<file path="src/shared/sig_loss_pkg.sv">
// Package with register map, field layout and encodings of the signal-loss control block.
package sig_loss_pkg;
    localparam int        DATA_W          = 8;
    localparam int        ADDR_W          = 8;
    localparam logic [7:0] CTRL_OFFSET    = 8'h06;
    localparam logic [7:0] CTRL_RESET     = 8'h20;
    localparam int        THR_HI          = 7;
    localparam int        THR_LO          = 5;
    localparam int        FORCE_BIT       = 4;
    localparam int        NO_SQUELCH_BIT  = 3;
    localparam int        SQUELCH_LOW_BIT = 2;
    localparam int        SPARE_BIT       = 1;
    localparam int        CLK_OUT_BIT     = 0;
    localparam logic [2:0] THR_POWER_DOWN = 3'h7;
    localparam logic [2:0] THR_RESET      = 3'h1;
endpackage : sig_loss_pkg

</file>
<file path="src/hdl/thr_decode.sv">
// Threshold code decoder: picks an alarm hysteresis pair or the detector power-down.
`timescale 1ns/1ns
`default_nettype none
module thr_decode
    import sig_loss_pkg::*;
(
    input  wire logic [2:0] code_i,       // Threshold field.
    output logic      [6:0] assert_sel_o, // One-hot assert/de-assert pair select.
    output logic            pwr_down_o    // Detector powered down on all inputs.
);
    // Code 0 is the lowest pair and each code one step higher; 7 powers down.
    assign pwr_down_o   = (code_i == THR_POWER_DOWN);
    assign assert_sel_o = pwr_down_o ? 7'h00 : 7'(7'h01 << code_i);
endmodule // thr_decode
`default_nettype wire

</file>
<file path="src/hdl/sig_loss_ctrl.sv">
// Signal-loss alarm configuration and clock output enable register with Wishbone slave.
//
// Overview of operation
// - Three-bit code picks alarm hysteresis pair; 000 lowest, resets to 001.
// - Each higher code steps both levels up; 101 and 110 are the top pairs.
// - Code 111 powers down signal-loss detection on every input.
// - Bit 4 set forces the alarm asserted; cleared follows detection.
// - Bit 3 cleared squelches on alarm; set never squelches on alarm.
// - Bit 2 cleared holds squelched data high; resets to zero.
// - Bit 2 set holds squelched data low.
// - Bit 0 cleared, its reset value, keeps clock output buffer disabled.
// - Bit 0 set enables clock output buffer; level set elsewhere.
`timescale 1ns/1ns
`default_nettype none
module sig_loss_ctrl
    import sig_loss_pkg::*;
#(
    parameter int WB_DW = 32
)(
    input  wire logic                      clk_i,          // Core clock, 100 MHz.
    input  wire logic                      rst_i,          // Synchronous reset, high.
    input  wire logic [sig_loss_pkg::ADDR_W-1:0] adr_i,    // Wishbone byte address.
    input  wire logic [WB_DW-1:0]          dat_i,          // Wishbone write data.
    input  wire logic [WB_DW/8-1:0]        sel_i,          // Wishbone byte selects.
    input  wire logic                      we_i,           // Wishbone write enable.
    input  wire logic                      cyc_i,          // Wishbone cycle.
    input  wire logic                      stb_i,          // Wishbone strobe.
    input  wire logic                      detect_i,       // Raw detector alarm.
    input  wire logic                      data_i,         // Serial data in.
    output logic [WB_DW-1:0]               dat_o,          // Wishbone read data.
    output logic                           ack_o,          // Wishbone acknowledge.
    output logic                           err_o,          // Unmapped address.
    output logic [6:0]                     thr_sel_o,      // One-hot hysteresis pair.
    output logic                           det_pwr_down_o, // Detector power-down.
    output logic                           signal_absent_alarm_o, // Alarm out.
    output logic                           data_o,         // Possibly squelched data.
    output logic                           clk_out_en_o    // Clock output buffer enable.
);
    import sig_loss_pkg::*;

    // A narrower bus could not carry the whole register in one beat.
    if (WB_DW < DATA_W || WB_DW % 8 != 0)
    begin : g_bad_width
        $error("Bus width must be a byte multiple of at least 8.");
    end

    // The power-down test is needed by the reset value and by several checks.
    function automatic logic is_power_down(input logic [2:0] code);
        return code == THR_POWER_DOWN;
    endfunction

    // One-hot pair select for a code; the power-down code selects no pair.
    function automatic logic [6:0] thr_onehot(input logic [2:0] code);
        return is_power_down(code) ? 7'h00 : 7'(7'h01 << code);
    endfunction

    logic [7:0] ctrl;
    wire        req      = cyc_i && stb_i && !ack_o && !err_o;
    wire        hit      = (adr_i == CTRL_OFFSET);
    wire        wr_ctrl  = req && hit && we_i && sel_i[0];
    wire [7:0]  next_ctrl = wr_ctrl ? dat_i[7:0] : ctrl;
    wire [6:0]  dec_sel;
    wire        dec_pd;
    wire        alarm    = ctrl[FORCE_BIT] || (detect_i && !dec_pd);
    wire        squelch  = alarm && !ctrl[NO_SQUELCH_BIT];
    wire        held     = !ctrl[SQUELCH_LOW_BIT];

    thr_decode u_dec
    (
        .code_i       (ctrl[THR_HI:THR_LO]),
        .assert_sel_o (dec_sel),
        .pwr_down_o   (dec_pd)
    );

    always_ff @(posedge clk_i)
    begin
        if (rst_i)
        begin
            ctrl   <= CTRL_RESET;
            ack_o  <= 1'b0;
            err_o  <= 1'b0;
            dat_o  <= '0;
        end
        else
        begin
            ctrl   <= next_ctrl;
            ack_o  <= req && hit;
            err_o  <= req && !hit;
            dat_o  <= (req && hit) ? WB_DW'(ctrl) : '0;
        end
    end

    always_ff @(posedge clk_i)
    begin
        if (rst_i)
        begin
            thr_sel_o             <= thr_onehot(THR_RESET);
            det_pwr_down_o        <= 1'b0;
            signal_absent_alarm_o <= 1'b0;
            data_o                <= 1'b0;
            clk_out_en_o          <= 1'b0;
        end
        else
        begin
            thr_sel_o             <= dec_sel;
            det_pwr_down_o        <= dec_pd;
            signal_absent_alarm_o <= alarm;
            data_o                <= squelch ? held : data_i;
            clk_out_en_o          <= ctrl[CLK_OUT_BIT];
        end
    end
endmodule // sig_loss_ctrl
`default_nettype wire

</file>
<file path="config.mk">
export PLATFORM = sky130hd
export DESIGN_NAME = sig_loss_ctrl
export DESIGN_NICKNAME = d
export VERILOG_FILES = /design/src/shared/sig_loss_pkg.sv /design/src/hdl/thr_decode.sv /design/src/hdl/sig_loss_ctrl.sv
export SDC_FILE = /design/constraint.sdc
export NUM_CORES = 1
export LEC_CHECK = 0
export ABC_CLOCK_PERIOD_IN_PS = 3580
export BUFFER_PORTS_ARGS = -buffer_cell sky130_fd_sc_hd__buf_2
export CAP_MARGIN = 20
export CORE_MARGIN = 4
export CORE_UTILIZATION = 40
export CTS_CLUSTER_DIAMETER = 50
export DETAILED_ROUTE_END_ITERATION = 10
export PLACE_DENSITY = 0.8
export SLEW_MARGIN = 15
export SYNTH_ARGS = -nofsm -noshare
export SYNTH_HDL_FRONTEND = slang
export SYNTH_SLANG_ARGS = --single-unit
</file>
<file path="constraint.sdc">
create_clock -name clk_i -period 3.58 [get_ports clk_i]
set_input_delay 0 -clock clk_i [delete_from_list [all_inputs] [get_ports clk_i]]
set_output_delay 0 -clock clk_i [all_outputs]
set_load 0.005 [all_outputs]
</file>
# == Word level (Yosys, flattened, before mapping) ==
# Cells that the tools add are included.
# totals
ff_bits,53
in_bits,51
out_inout_bits,45
elab_cells,35
# op_classes
eq_ne,2
n_shift,1
mux,2
bitwise_logic,1
reduce_logical,18
# ops
cell,n
$logic_and 1x1->1,9
$eq 8x3->1 const B,1
$shl 1x3->7 const A,1
$logic_not 1->1,6
$reduce_or 2->1,2
$eq 3x3->1 const B,1
$mux 2,1
$logic_or 1x1->1,1
$mux 1,1
$not 1->1,1

# == Longest topological paths before layout ==
# Gate-level depths: netlist of run 1.
# depth
word_depth,6
mapped_depth,4
ltp_nobuf,3

# == Cells and area by module ==
# Synthesis of run 1 repeated with hierarchy kept, for this count alone.
# unflattened
hier_cells,125
hier_area_um2,1270.0
# by_module_without_submodules
module,n_inst,cells_per_inst,area_each_um2,seq_area_each_um2
sig_loss_ctrl,1,117,1204.9,580.6
thr_decode,1,8,65.1,0.0

# == Worst setup path before layout of run 1 ==
# Ideal clock, no wire load.
# synth_path
path_type,reg-to-reg
from,register err_o
to,register ctrl[0]
setup_ps,72
arrival_time_ps,1389
t_required_ps,3508
setup_slack_ps,2119
path_stages_with_launch,4
n_path_buf,0
period_less_slack_ps,1461
path_cell_list,dfxtp_1 > nand4bb_1 > nor4_4 > mux2i_1
# synth_between
elab_chain_cells,5
# synth_rtl
element,line_no,source
"start, declared",sig_loss_ctrl.sv:32,"output logic err_o,"
"start signal, assigned",sig_loss_ctrl.sv:88,err_o <= req && !hit;
$logic_not 1->1,sig_loss_ctrl.sv:58,wire req = cyc_i && stb_i && !ack_o && !err_o;
$logic_and 1x1->1,sig_loss_ctrl.sv:58,
$logic_and 1x1->1 (3 in series),sig_loss_ctrl.sv:60,wire wr_ctrl = req && hit && we_i && sel_i[0];
"end signal, assigned",sig_loss_ctrl.sv:86,ctrl <= next_ctrl;
"end, declared",sig_loss_ctrl.sv:57,logic [7:0] ctrl;
# Every way passes these cells.
# A chain may end at the register's enable or synchronous reset.

# == Final worst setup path of run 1 ==
# layout_path
from,register err_o
to,register ctrl[5]
# The elaborated chain is that of the path after synthesis.

==> results of run 1 <==
==> registers in the layout (all words and copies together), names as in the netlist <==
name                   cells
ack_o                      1
clk_out_en_o               1
ctrl                       8
dat_o                      8
data_o                     1
det_pwr_down_o             1
err_o                      1
signal_absent_alarm_o      1
thr_sel_o                  7
==> timing repair <==
action	CTS	global route
hold buffers	10	0
gates resized for setup	0	0
buffers inserted	0	0
endpoints found under the hold margin	10	0
==> cell families (layout without fill, tap and decap cells) <==
logic type      Yosys count  count (layout)  share of synthesized area
buf+inv                  29              63                      0.168
mux                       8               8                     0.0677
simple gates             47              47                      0.249
flops                    29              29                      0.491
compound gates            4               4                     0.0212
other cells               1              24                    0.00317
==> Yosys cell counts, drive strengths merged (2+ instances only) <==
library cell   n  area share
dfxtp         29        0.49
buf           24        0.15
nand2b        15       0.079
nor2          12       0.038
mux2i          8       0.068
nor3b          5       0.032
clkbuf         4       0.013
nor3           4       0.017
a21oi          2      0.0085
nand2          2      0.0064
nand4bb        2       0.019
nor4           2       0.023
or4            2       0.016
==> worst reg2reg max path, stage by stage (launching register included) <==
cell and delay (ns):
dfxtp_1 0.32, nand4bb_1 0.27, nor4_4 0.73, mux2i_1 0.26
==> through the flow <==
stage / setup slack (ns) / utilization / hold slack, ns / std cells / total power, mW
after floorplan: 2.12 / - / 0.141 / 141 / 0.369
after global placement: 1.94 / 0.479 / 0.259 / 188 / 0.365
after detailed placement: 1.89 / 0.479 / 0.258 / 188 / 0.366
after CTS: 1.93 / 0.534 / 0.0562 / 206 / 0.553
after global routing: 1.78 / 0.534 / 0.0791 / 206 / 0.574
final: 1.93 / 0.534 / 0.0673 / 206 / 0.546
==> power by group through the flow <==
stage	registers [mW]	logic [mW]	clock network, mW
after detailed placement	0.332	0.0341	0
after global placement	0.332	0.0331	0
after global routing	0.325	0.0480	0.201
final	0.325	0.0431	0.179
after CTS	0.325	0.0426	0.185
after floorplan	0.332	0.0366	0
==> worst min-delay path by stage <==
stage	startpoint	endpoint	depth (start not counted)
after floorplan	detect_i	signal_absent_alarm_o$_SDFF_PP0_	2
after global placement	dat_i[5]	ctrl[5]$_SDFFE_PP1P_	3
after detailed placement	detect_i	signal_absent_alarm_o$_SDFF_PP0_	3
after CTS	cyc_i	err_o$_SDFF_PP0_	3
after global routing	cyc_i	err_o$_SDFF_PP0_	3
final	cyc_i	err_o$_SDFF_PP0_	3
==> placed cells by master, fill, tap and decap left out, drive strengths merged <==
cell	synthesis	final
buf	24	44
dfxtp	29	29
conb	1	24
nand2b	15	15
nor2	12	12
dlygate4sd3	0	10
mux2i	8	8
clkbuf	4	6
nor3b	5	5
nor3	4	4
nand4bb	2	2
nand2	2	2
a21oi	2	2
clkinv	0	2
or4	2	2
nor4	2	2
or3	1	1
o21bai	1	1
nand3	1	1
and4b	1	1
o31ai	1	1
inv	1	1
==> area by class of cell <==
type,count,area (um2)
flip-flops and latches,29,581
well taps,31,38.8
repair buffers,54,320
inverters,1,3.75
clock buffers,6,41.3
multi-input cells,83,489
fillers,269,1300
clock inverters,2,10.0
==> metal layers <==
layer | GRT usage | vias up | part of all wire
met1 | 0.119 | 408 | 0.36
met2 | 0.197 | 46 | 0.51
met3 | 0.0629 | 6 | 0.11
li1 | - | 453 | -
met4 | 0.0477 | 0 | 0.015
met5 | 0 | - | 0
==> impl_metrics.yaml, run 1 <==
outcome:
  status: "finished clean"
clocking:
  h-tree-depth: 2
  clkTransAtPathRegs_ns: 0.08
  clk_path_buf_depth: 2
  clock_sinks: 29
  clockRootBuffer: "clkbuf_4"
  clkLatencyLatePin_ns: 0.32
  cts_tree: "yes"
  cts_buffers: 5
min_path:
  holdCritPathClass: "input port to flip-flop"
logic_synthesis:
  synthFlopType: "dfxtp_1"
  syn_area_um2: 1180
  ys_ff_latch: 29
  syn_area_per_cell_um2: 10.0
  yosys_warnings: 0
  async_flop_share: 0
  synth_enable_flop_cells: 0
  ys_seq_area_frac: 0.491
  syn_inst: 118
  ys_types: 22
final_layout:
  stdcell_area_um2: 1480
  antenna_cells: 0
  drive_gt1_frac: 0.303
  area_growth_pct: 25.5
  finalNetCount: 225
worst_setup_path:
  start_kind: "flip-flop"
  rrSetupSlack_ns: 1.93
  criticalPathCategory: "flip-flop to flip-flop"
  worst-path-buf-inv: 0
  cp.arrival_ns: 1.89
  cp_slowest_stage_delay_ns: 0.73
  worstPathCellList: "nand4bb_1 > nor4_4 > mux2i_1"
  reg2reg_depth: 3
  timing.rr.end: "ctrl[5]$_SDFFE_PP1P_"
  cp_slowest_cell: "nor4_4"
  crit_fanout: 8
  r2r-start: "err_o$_SDFF_PP0_"
  crit_end: "ctrl[5]$_SDFFE_PP1P_"
  required_ns: 3.82
  worst-path-stages: 3
  critPathCaptureType: "flip-flop"
  path_delay_family: "simple AND/OR/NAND/NOR gates"
  setup.worst_path.start: "err_o$_SDFF_PP0_"
power_and_ir_drop:
  ir_drop_mv: 0.262
  power.share.clock: 0.327
  p_sw_frac: 0.228
  power.density_nw_per_um2: 368
  seqPwrFrac: 0.594
  leakage_nw: 0.706
  combPwrFrac: 0.079
  p_int_mw: 0.422
  p_sw_mw: 0.125
sta:
  slew_headroom: 0.513
  finalSetupViolations: 0
  tightest_slew_ns: 0.726
  fin_skew_ns: 0.0104
  clock.fmax_ghz: 0.606
  fin_crit_sh: 0.461
  drv_slew: 0
  finalHoldViolCount: 0
  tns_ns: 0
  fin_crit_ns: 1.65
  rsz0062_at_grt: "false"
die:
  dieArea_um2: 3890
  core_area_um2: 2780
  die_h_um: 62.4
  die_w_um: 62.4
  rows: 19
  ios: 96
  initial_core_util: 0.425
job:
  drv_cap: 0
drt:
  vias: 913
  drc: 0
  wl_per_cell_um: 11.2
  viasPerCell: 4.43
  routed_wirelength_um: 2320
  dr.pass1.iters: 4
  drtIter0Drc: 6
  detail-route-antenna-nets: 0
global_route:
  overflow: 0
  grt_pass1_wl_um: 3550
  grtUsageTotal: 0.116
  antenna_found_initial: 0
  grt_pass1_vias: 812
  grt_max_degree: 28
placement:
  port_buffers: 44
  hpwlAfterDp_um: 1710
  placed_area_um2: 1330
  gp_congestion: 0.743
Power figures use the tool's default switching activity.
==> inputs of run 2 (changes only) <==
--- a/config.mk
+++ b/config.mk
@@ -5,14 +5,14 @@
 export SDC_FILE = /design/constraint.sdc
 export NUM_CORES = 1
 export LEC_CHECK = 0
-export ABC_CLOCK_PERIOD_IN_PS = 3580
+export ABC_CLOCK_PERIOD_IN_PS = 1700
 export BUFFER_PORTS_ARGS = -buffer_cell sky130_fd_sc_hd__buf_2
 export CAP_MARGIN = 20
 export CORE_MARGIN = 4
-export CORE_UTILIZATION = 40
+export CORE_UTILIZATION = 38
 export CTS_CLUSTER_DIAMETER = 50
 export DETAILED_ROUTE_END_ITERATION = 10
-export PLACE_DENSITY = 0.8
+export PLACE_DENSITY = 0.77
 export SLEW_MARGIN = 15
 export SYNTH_ARGS = -nofsm -noshare
 export SYNTH_HDL_FRONTEND = slang
==> constraint.sdc (replaced) <==
create_clock -name clk_i -period 1.7 [get_ports clk_i]
set_input_delay 0 -clock clk_i [delete_from_list [all_inputs] [get_ports clk_i]]
set_output_delay 0 -clock clk_i [all_outputs]
set_load 0.005 [all_outputs]
==> run 2 against run 1 <==
Die area grew 4.6%. Setup slack got worse by 1.7 ns. Core utilization up 0.11 points. Cell area rose by 2.8%. First-iteration DRC count grew to 4.2 times the previous value. Critical path depth unchanged. Clock skew is 0.0021 ns higher. Global-route usage up 0.13 points. Sequential power rose by 110%. Highest routed layer unchanged.
==> impl_metrics.yaml, run 2 (synthesis gave the netlist of run 1 again) <==
worst_setup_path:
  rrSetupSlack_ns: 0.19
  crit_fanout: 9
  worstPathCellList: "nand4bb_1 > or3_1 > nor3b_1"
  criticalPathCategory: "flip-flop to flip-flop"
  required_ns: 1.92
  cp.arrival_ns: 1.73
  reg2reg_depth: 3
  setup.worst_path.start: "err_o$_SDFF_PP0_"
  cp_slowest_cell: "or3_1"
  start_kind: "flip-flop"
  critPathCaptureType: "flip-flop"
  cp_slowest_stage_delay_ns: 0.58
  timing.rr.end: "dat_o[5]$_SDFF_PP0_"
  r2r-start: "err_o$_SDFF_PP0_"
  crit_end: "dat_o[5]$_SDFF_PP0_"
final_layout:
  antenna_cells: 0
  multiInputGateArea_um2: 489
  finalNetCount: 226
  largestRegisters: "ctrl: 8 flops, dat_o: 8 flops, thr_sel_o: 7 flops"
  area_growth_pct: 29.0
  regArea_um2: 581
  layout_common_cells: "buf_2 (44), dfxtp_1 (29), conb_1 (24)"
  mostFrequentLayoutCell: "buf_2"
  drive_gt1_frac: 0.307
  nFillCells: 269
  fin_util: 0.535
drt:
  dr.pass1.iters: 4
  viasPerCell: 4.49
  met1Wirelength_um: 794
  vias: 930
  routed_wirelength_um: 2300
  wl_per_cell_um: 11.1
  detail-route-antenna-nets: 0
  wl_met3_um: 218
  top_layer: "met4"
  wl_met2_um: 1260
  drtIter0Drc: 25
  drc: 0
power_and_ir_drop:
  power.density_nw_per_um2: 883
  power_mw: 1.35
  ir_drop_mv: 0.373
  leakage_nw: 0.725
die:
  initial_core_util: 0.414
  rows: 19
  ios: 96
  dieArea_um2: 4070
  core_area_um2: 2850
  die_h_um: 63.8
  die_w_um: 63.8
placement:
  port_buffers: 44
  gp_congestion: 0.737
  dp_slack_ns: 0.188
  hpwlAfterDp_um: 1710
clocking:
  cts_resized: 0
  cts_buffers: 5
  cts_setup_buffers: 0
  cts_tree: "yes"
  h-tree-depth: 2
  clock_sinks: 29
  clkTransAtPathRegs_ns: 0.09
  clockRootBuffer: "clkbuf_4"
  clkLatencyLatePin_ns: 0.31
  cts_hold_buf: 10
  clk_path_buf_depth: 2
min_path:
  hold_depth: 3
  holdCritPathClass: "input port to flip-flop"
sta:
  finalSetupViolations: 0
  fin_skew_ns: 0.0125
  rsz0062_at_grt: "false"
  clock.fmax_ghz: 0.662
  tns_ns: 0
  fin_crit_sh: 0.889
  drv_slew: 0
  whs_ns: 0.0666
  final.setup.worst_slack_ns: 0.189
  finalHoldViolCount: 0
  fin_crit_ns: 1.51
global_route:
  grt_pass1_vias: 845
  grt_max_degree: 28
  grtUsageTotal: 0.118
  overflow: 0
  grt_pass1_wl_um: 3680
  antenna_found_initial: 0
outcome:
  status: "finished clean"
job:
  drv_cap: 0
## run 2: cell count changes in the layout (fill, tap and decap cells not counted), sizes merged
cell	previous run	this run
buf	44	45
bufinv	0	1
clkbuf	6	7
clkinv	2	0
## run 2: stage by stage
step / area, um2 / instances
after floorplan: 1270 / 141
after detailed placement: 1340 / 189
after CTS: 1530 / 207
after global placement: 1340 / 189
final: 1530 / 207
after global routing: 1530 / 207
## run 2: per-layer routing
metal	GRT usage	vias to the layer above
met5	0	-
met4	0.0647	0
met3	0.0420	5
met2	0.210	41
met1	0.118	427
li1	-	457
## run 2: critical path, delay by kind of cell, from the launching register on
family / cells / cell delay, ns
DFF: 1 / 0.32
and+or+nand+nor: 3 / 1.10
## run 2: worst min path at each step
stage	from	end	slack, ns
final	cyc_i	err_o$_SDFF_PP0_	0.07
after floorplan	detect_i	signal_absent_alarm_o$_SDFF_PP0_	0.14
after global routing	cyc_i	err_o$_SDFF_PP0_	0.06
after global placement	dat_i[5]	ctrl[5]$_SDFFE_PP1P_	0.26
after detailed placement	dat_i[5]	ctrl[5]$_SDFFE_PP1P_	0.27
after CTS	cyc_i	err_o$_SDFF_PP0_	0.06
## run 2: report_power, final
part / total [mW] / switching, mW / internal, mW
combinational: 0.0907 / 0.0418 / 0.0488
sequential: 0.683 / 0.000976 / 0.682
clock: 0.573 / 0.222 / 0.351
total: 1.35 / 0.264 / 1.08
## run 2: cell type report
cell class	count	area share
Clock inverter	1	0.0197
Tap cell	31	0.0254
Inverter	1	0.00246
Clock buffer	7	0.0361
Timing Repair Buffer	55	0.215
Multi-Input combinational cell	83	0.321
Sequential cell	29	0.381
